[src/stc_pkg.sv]
/*
  Package for the gate driver self-test control block: register layout, reset
  values, device operating states and the packed carriers shared by ports.
  Assumes the serial management link decodes the register address and hands
  over one 16-bit write or read strobe per transaction.
*/
//
// Contract
// In the active state the host sets the configuration crc disable bit before writing new control data.
// A write to the link crc clear bit is taken in the active state even with the configuration crc check on.
// Bits 14 to 9 are read-only and always read as zero.
// Writing one to bit 8 starts a crc check of the primary supply side configuration bits; reset value zero.
// Writing one to bit 7 starts the pwm compare check, whose forced fault sets the pwm compare check fault.
// The pwm compare check runs only in the configuration 2 state and never in another state.
// Writing one to bit 5 starts the shoot-through check, whose fault sets the shoot-through fault.
// Bit 6 is a plain read/write bit resetting to zero, and bits 4 to 1 are read-only zero.
// Writing one to bit 0 starts the primary clock monitor check, whose fault sets the clock monitor fault.
// Register reads and writes keep working while the primary clock monitor check runs.
// Each write of one starts its check once, and each fault flag holds until the host clears it.
package stc_pkg;

  // ------------------------------------------------------------
  // register layout
  // ------------------------------------------------------------
  localparam int unsigned STC_REG_W = 16;
  localparam int unsigned STC_BIT_LINK_CRC_CLR = 15;
  localparam int unsigned STC_BIT_CFG_CRC_CHK = 8;
  localparam int unsigned STC_BIT_PWM_CMP_CHK = 7;
  localparam int unsigned STC_BIT_SPARE = 6;
  localparam int unsigned STC_BIT_SHOOT_THROUGH_CHECK = 5;
  localparam int unsigned STC_BIT_CLK_MON_CHK = 0;
  localparam logic [15:0] STC_CTRL_RST = 16'h0000;
  // bits that store a value; all others read zero
  localparam logic [15:0] STC_CTRL_RW_MASK = 16'h81E1;
  // only bit a crc-locked write may still change
  localparam logic [15:0] STC_CTRL_OPEN_MASK = 16'h8000;

  // ------------------------------------------------------------
  // device operating states, gray coded along the power-up path
  // ------------------------------------------------------------
  typedef enum logic [1:0] {
    STC_ST_CONFIG1 = 2'h0,
    STC_ST_CONFIG2 = 2'h1,
    STC_ST_ACTIVE  = 2'h3,
    STC_ST_FAULT   = 2'h2
  } stc_dev_state_t;

  // one bit per diagnostic check
  typedef struct packed {
    logic cfg_crc;
    logic pwm_cmp;
    logic shoot_through_protection;
    logic clk_mon;
  } stc_chk_t;

  localparam stc_chk_t STC_CHK_NONE = '0;

endpackage

[src/stc_selftest_ctrl.sv]
/*
  Self-test control register of the primary side. Holds the 16-bit control
  word, turns each accepted one written to a check bit into a start pulse for the check logic (bit 7 only in configuration 2), and
  keeps sticky fault flags fed by the check logic.
  Assumes the serial link delivers a decoded register strobe synchronous to
  clk, and that the state machine of the device supplies its operating state
  and the configuration crc disable bit.
*/
`timescale 1ns/1ns
module stc_selftest_ctrl
  import stc_pkg::*;
(
  // clock and reset
  input wire logic clk,
  input wire logic rst_b,
  // register strobe from the serial link
  input wire logic wr_en,
  input wire logic [STC_REG_W-1:0] wr_data,
  output logic [STC_REG_W-1:0] rd_data,
  output logic wr_locked,
  // device context
  input wire stc_dev_state_t dev_state,
  input wire logic config_crc_disable,
  // to the check logic
  output stc_chk_t chk_start,
  output logic link_crc_clear,
  output stc_chk_t chk_busy,
  // from the check logic and status clear
  input wire stc_chk_t chk_fault_in,
  input wire stc_chk_t fault_clr,
  output stc_chk_t fault_flags
);

  // ------------------------------------------------------------
  // write qualification
  // ------------------------------------------------------------
  logic [STC_REG_W-1:0] ctrl_r;
  logic [STC_REG_W-1:0] wmask;
  logic [STC_REG_W-1:0] ones_wr;
  logic locked;
  stc_chk_t req;
  stc_chk_t busy_r;
  stc_chk_t flags_r;

  // host is expected to drop the crc guard first in active
  assign locked = (dev_state == STC_ST_ACTIVE) && !config_crc_disable;
  // the link crc clear bit stays open while locked
  assign wmask = locked ? STC_CTRL_OPEN_MASK : STC_CTRL_RW_MASK;
  assign ones_wr = (wr_en ? wr_data : '0) & wmask;
  assign wr_locked = locked;

  assign req.cfg_crc = ones_wr[STC_BIT_CFG_CRC_CHK];
  // pwm check refused outside configuration 2
  assign req.pwm_cmp = ones_wr[STC_BIT_PWM_CMP_CHK] && (dev_state == STC_ST_CONFIG2);
  assign req.shoot_through_protection = ones_wr[STC_BIT_SHOOT_THROUGH_CHECK];
  assign req.clk_mon = ones_wr[STC_BIT_CLK_MON_CHK];

  // ------------------------------------------------------------
  // control register
  // ------------------------------------------------------------
  always_ff @(posedge clk) begin
    if (!rst_b) begin
      ctrl_r <= STC_CTRL_RST;
    end else if (wr_en) begin
      // reserved read-only bits never store
      ctrl_r <= ((ctrl_r & ~wmask) | (wr_data & wmask)) & STC_CTRL_RW_MASK;
    end
  end

  // reads never wait on a running check
  assign rd_data = ctrl_r;

  // ------------------------------------------------------------
  // start pulses, one per accepted one written to a check bit, bit 7 only in configuration 2
  // ------------------------------------------------------------
  // pulse, not level: a stored one must not retrigger the check
  always_ff @(posedge clk) begin
    if (!rst_b) begin
      chk_start <= STC_CHK_NONE;
      link_crc_clear <= 1'b0;
    end else begin
      chk_start <= req;
      link_crc_clear <= ones_wr[STC_BIT_LINK_CRC_CLR];
    end
  end

  // ------------------------------------------------------------
  // busy tracking, ended by the check's own fault answer
  // ------------------------------------------------------------
  always_ff @(posedge clk) begin
    if (!rst_b) begin
      busy_r <= STC_CHK_NONE;
    end else begin
      busy_r <= (busy_r | chk_start) & ~chk_fault_in;
    end
  end
  assign chk_busy = busy_r;

  // ------------------------------------------------------------
  // sticky fault flags
  // ------------------------------------------------------------
  // set beats clear in the same cycle so no fault is lost
  always_ff @(posedge clk) begin
    if (!rst_b) begin
      flags_r <= STC_CHK_NONE;
    end else begin
      flags_r <= (flags_r & ~fault_clr) | chk_fault_in;
    end
  end
  assign fault_flags = flags_r;
endmodule

[config.mk]
export PLATFORM = sky130hd
export DESIGN_NAME = stc_selftest_ctrl
export DESIGN_NICKNAME = d
export VERILOG_FILES = /design/src/stc_pkg.sv /design/src/stc_selftest_ctrl.sv
export SDC_FILE = /design/constraint.sdc
export NUM_CORES = 1
export LEC_CHECK = 0
export BUFFER_PORTS_ARGS = -buffer_cell sky130_fd_sc_hd__buf_2
export CAP_MARGIN = 25
export CORE_MARGIN = 8
export CORE_UTILIZATION = 40
export DETAILED_ROUTE_END_ITERATION = 10
export MAX_ROUTING_LAYER = met4
export PLACE_DENSITY = 0.94
export SLEW_MARGIN = 0
export SYNTH_ARGS = -nofsm -noshare
export SYNTH_HDL_FRONTEND = slang
export SYNTH_SLANG_ARGS = --single-unit
[constraint.sdc]
create_clock -name clk -period 1.4 [get_ports clk]
set_input_delay 0 -clock clk [delete_from_list [all_inputs] [get_ports clk]]
set_output_delay 0 -clock clk [all_outputs]
set_load 0.01 [all_outputs]
Yosys cells after proc, flatten, opt, wreduce, memory -nomap -nowiden

Cells that the tools add are included.

Register bits: 19
Output and inout port bits: 30
Word-level logic and storage cells: 32

Equality and inequality tests: 2
Muxes and demuxes: 2
Bitwise operators: 11
Reduce and logical (&&, ||, !) cells: 3

Operator list:

| kind                                          | number |
|---|---|
| bitwise AND 16 bit                            | 3 |
| two-way mux 16 bit                            | 1 |
| inverter 16 bit                               | 1 |
| OR 16 bit                                     | 1 |
| two-way mux 9 bit                             | 1 |
| bitwise AND 4 bit                             | 2 |
| inverter 4 bit                                | 2 |
| OR 4 bit                                      | 2 |
| == test 2 x 1 -> 1 bit, second input constant | 1 |
| == test 2 bit, second input constant          | 1 |
| logical AND 1 bit                             | 2 |
| logical NOT 1 bit                             | 1 |

Longest topological paths before layout

Depth in word-level cells: 6
Depth in mapped cells: 4
Depth with buffers taken out: 3

Least setup slack after synthesis

OpenSTA, ideal clock, no wires.

Path kind: reg-to-reg
From: reg flags_r, in the netlist fault_flags[0]
To: reg flags_r, in the netlist fault_flags[0]
Setup time: 0.115 ns
Arrival time: 0.589 ns
Required time: 1.285 ns
Path slack: 0.697 ns
Cell stages (with the launch flop): 3
Path buffers: 0
Path through: dfxtp_1 nor2b_1 o21a_1

Cells in the longest elaborated chain, start to end: 2

RTL lines:

| item                     | RTL line                 | source |
|---|---|---|
| start: declaration       | stc_selftest_ctrl.sv:43  | `stc_chk_t flags_r;` |
| start signal: assignment | stc_selftest_ctrl.sv:107 | `flags_r <= (flags_r & ~fault_clr) \| chk_fault_in;` |
| bitwise AND 4 bit        | stc_selftest_ctrl.sv:107 |  |
| OR 4 bit                 | stc_selftest_ctrl.sv:107 |  |

No other way between the ends.
A chain may end at the register's enable or synchronous reset.

Worst setup path in the final report

From: in wr_data[7]
To: reg chk_start[2] in the netlist's numbering

Cells in the longest elaborated chain, start to end: 3

RTL lines:

| item                   | RTL line                | source |
|---|---|---|
| start: declaration     | stc_selftest_ctrl.sv:18 | `input wire logic [STC_REG_W-1:0] wr_data,` |
| two-way mux 16 bit     | stc_selftest_ctrl.sv:49 | `assign ones_wr = (wr_en ? wr_data : '0) & wmask;` |
| bitwise AND 16 bit     | stc_selftest_ctrl.sv:49 |  |
| logical AND 1 bit      | stc_selftest_ctrl.sv:54 | `assign req.pwm_cmp = ones_wr[STC_BIT_PWM_CMP_CHK] && (dev_state == STC_ST_CONFIG2);` |
| end signal: assignment | stc_selftest_ctrl.sv:82 | `chk_start <= req;` |
| end: declaration       | stc_selftest_ctrl.sv:25 | `output stc_chk_t chk_start,` |

No other way between the ends.

==> results.sh <==
export IMPL_synth_edf_count=0
export IMPL_crit_top_cell="dlygate4sd3_1"
export IMPL_syn_area_sq_um=746
export IMPL_die_w_um=59.2
export IMPL_first_global_vias=672
export IMPL_hold_viol_final=0
export IMPL_vias_per_cell=4.39
export IMPL_period_minus_slack_ns=1.28
export IMPL_crit_cells=5
export IMPL_ys_ff_latch=19
export IMPL_cts_root_buf="clkbuf_4"
export IMPL_setup_tns_ns=0
export IMPL_postSynthCellCount=73
export IMPL_switching_power_uw=242
export IMPL_drt_pass1_iterations=4
export IMPL_cts_buffer_depth=2
export IMPL_antenna_found_initial=0
export IMPL_hold_buffers=12
export IMPL_dieArea_sq_um=3500
export IMPL_rsz0062_at_grt="false"
export IMPL_vdd_ir_drop_max_mv=0.463
export IMPL_synth_cell_type_count=18
export IMPL_core_sq_um=1750
export IMPL_fin_util_pct=60.5
export IMPL_ant_nets=0
export IMPL_overflow=0
export IMPL_initial_core_util_pct=42.7
export IMPL_p_comb_share_pct=16.6
export IMPL_crit_family="buffers and inverters"
export IMPL_io_pins=60
export IMPL_setup_violations=0
export IMPL_slowest_stage="dlygate4sd3_1"
export IMPL_drc=0
export IMPL_p_total_mw=1.00
export IMPL_layout_worst_path_cycle_share_pct=91.3
export IMPL_cts_sinks=19
export IMPL_hpwl_um=1410
export IMPL_clock_skew_ns=0.000707
export IMPL_grt_pass1_wl_um=3020
export IMPL_p_per_area_nw_per_um2=950
export IMPL_clkTransAtPathRegs_ns=0.10
export IMPL_die_h_um=59.2
export IMPL_crit_fanout=2
export IMPL_vias=654
export IMPL_internal_power_uw=762
export IMPL_place_gp_congestion=0.662
export IMPL_synth_commonest_cells="dfxtp_1, buf_4, nand2_1"
export IMPL_pwr_share_clk_pct=25.9
export IMPL_reg2reg_depth=2
export IMPL_diodes=0
export IMPL_synth_most_common_cell="dfxtp_1"
export IMPL_p_seq_share_pct=57.5
export IMPL_max_freq_mhz=782
export IMPL_numCtsBuffers=3
export IMPL_h_tree_depth=1
export IMPL_ys_warnings_count=0
export IMPL_ys_seq_area_share_pct=51.0
export IMPL_drive_gt1_share_pct=35.5
export IMPL_syn_avg_cell_area_sq_um=10.2
export IMPL_synth_flop_cell="dfxtp_1"
export IMPL_track_usage_pct=11.7
export IMPL_critPathArrivalTime_ns=1.51
export IMPL_cpPeakStageDelay_ns=0.57
export IMPL_grt_max_degree=20
export IMPL_synth_top_area_cell="dfxtp_1"
export IMPL_insertion_delay_ns=0.28
export IMPL_cts_resized_gates=0
export IMPL_rows=15
export IMPL_synthToLayoutAreaGrowth_pct=41.6
export IMPL_drv_slew=0
export IMPL_nets=155
export IMPL_endpoint_kind="flip-flop"
export IMPL_max_cap_violations=0
export IMPL_post_cts_setup_buffers=0
export IMPL_whs_path_depth=3
export IMPL_async_reset_ff_share_pct=0
export IMPL_critPathKind="input port to flip-flop"
export IMPL_leakage_nw=0.542
export IMPL_tritoncts="yes"
export IMPL_path_cells="dlygate4sd3_1, buf_2, nand3_1, nor3b_1, dlygate4sd3_1"
export IMPL_synth_top_area_share_pct=51.0
export IMPL_crit_buf_inv=3
export IMPL_status="completed"
export IMPL_routed_wl_um=1950
export IMPL_hp_class="input port to flip-flop"
export IMPL_critical_path_required_ns=1.64
export IMPL_synth_area_leaders="dfxtp_1, buf_4, nor3b_1, nor2b_1, mux2i_1"
export IMPL_swShare_pct=24.1
export IMPL_start_kind="input port"
export IMPL_portBuffers=39
export IMPL_dr_first_iter_drc_count=1
export IMPL_routedWlPerCell_um=13.1
## final timing paths
kind	slack, ns	from	to
setup reg to reg	0.69	fault_flags[2]$_SDFF_PN0_	fault_flags[2]$_SDFF_PN0_
setup / recovery	0.12	wr_data[7]	chk_start[2]$_SDFF_PN0_
hold / removal	0.01	fault_clr[3]	fault_flags[3]$_SDFF_PN0_
hold reg to reg	0.46	flip-flop	flip-flop
## placed cells by master (no fill, tap or decap), types with 4 or more instances in the layout
cell type and instances:
o21a_1 4, nor2_1 4, nand2_1 7, dlygate4sd3_1 12
nor3b_1 5, conb_1 10, nor2b_1 5, dfxtp_1 19
buf_2 39
## cell families (layout without fill, tap and decap cells)
group	after synthesis	after routing	synth area share (%)
and+or+nand+nor	29	29	23.5
muxes	3	3	4.03
other	1	10	0.503
buffers and inverters	14	56	13.4
AOI/OAI and AO/OA	7	7	7.55
DFF	19	19	51.0
## routing by layer
metal  share of wire (%)  track usage [%]  vias to the layer above
li1                    -                -                      317
met1                  36             10.5                      297
met2                  49             20.2                       36
met3                  14             6.72                        4
met4                 1.2             4.10                        0
met5                   0                -                        -
## metrics by stage
| stage | instances | worst slack (ns) | cell area [sq um] | hold slack (ns) |
|---|---|---|---|---|
| detailed placement | 133 | 0.586 | 910 | 0.185 |
| floorplan | 82 | 0.697 | 779 | 0.0758 |
| finish | 149 | 0.122 | 1060 | 0.0120 |
| global route | 149 | 0.0265 | 1060 | 0.00204 |
| CTS | 149 | 0.194 | 1060 | 0.00261 |
| global placement | 133 | 0.608 | 910 | 0.178 |
## power by group through the flow
stage | logic (mW) | clock network, mW | registers [mW]
6_report | 0.167 | 0.259 | 0.577
5_1_grt | 0.181 | 0.299 | 0.580
4_1_cts | 0.165 | 0.270 | 0.577
3_5_place_dp | 0.140 | 0 | 0.589
3_3_place_gp | 0.135 | 0 | 0.588
2_1_floorplan | 0.0853 | 0 | 0.602
## worst min-delay path, cell delays in order
cell     delay, ns
buf_2         0.07
nor2b_1       0.03
o21a_1        0.15
## final cells by class
class	instances	area, sq um
multi-input cells	49	299
fillers	142	689
repair buffers	51	315
inverters	1	3.75
well taps	25	31.3
clock buffers	4	26.3
flip-flops and latches	19	380
(Power assumes the default switching activity.)
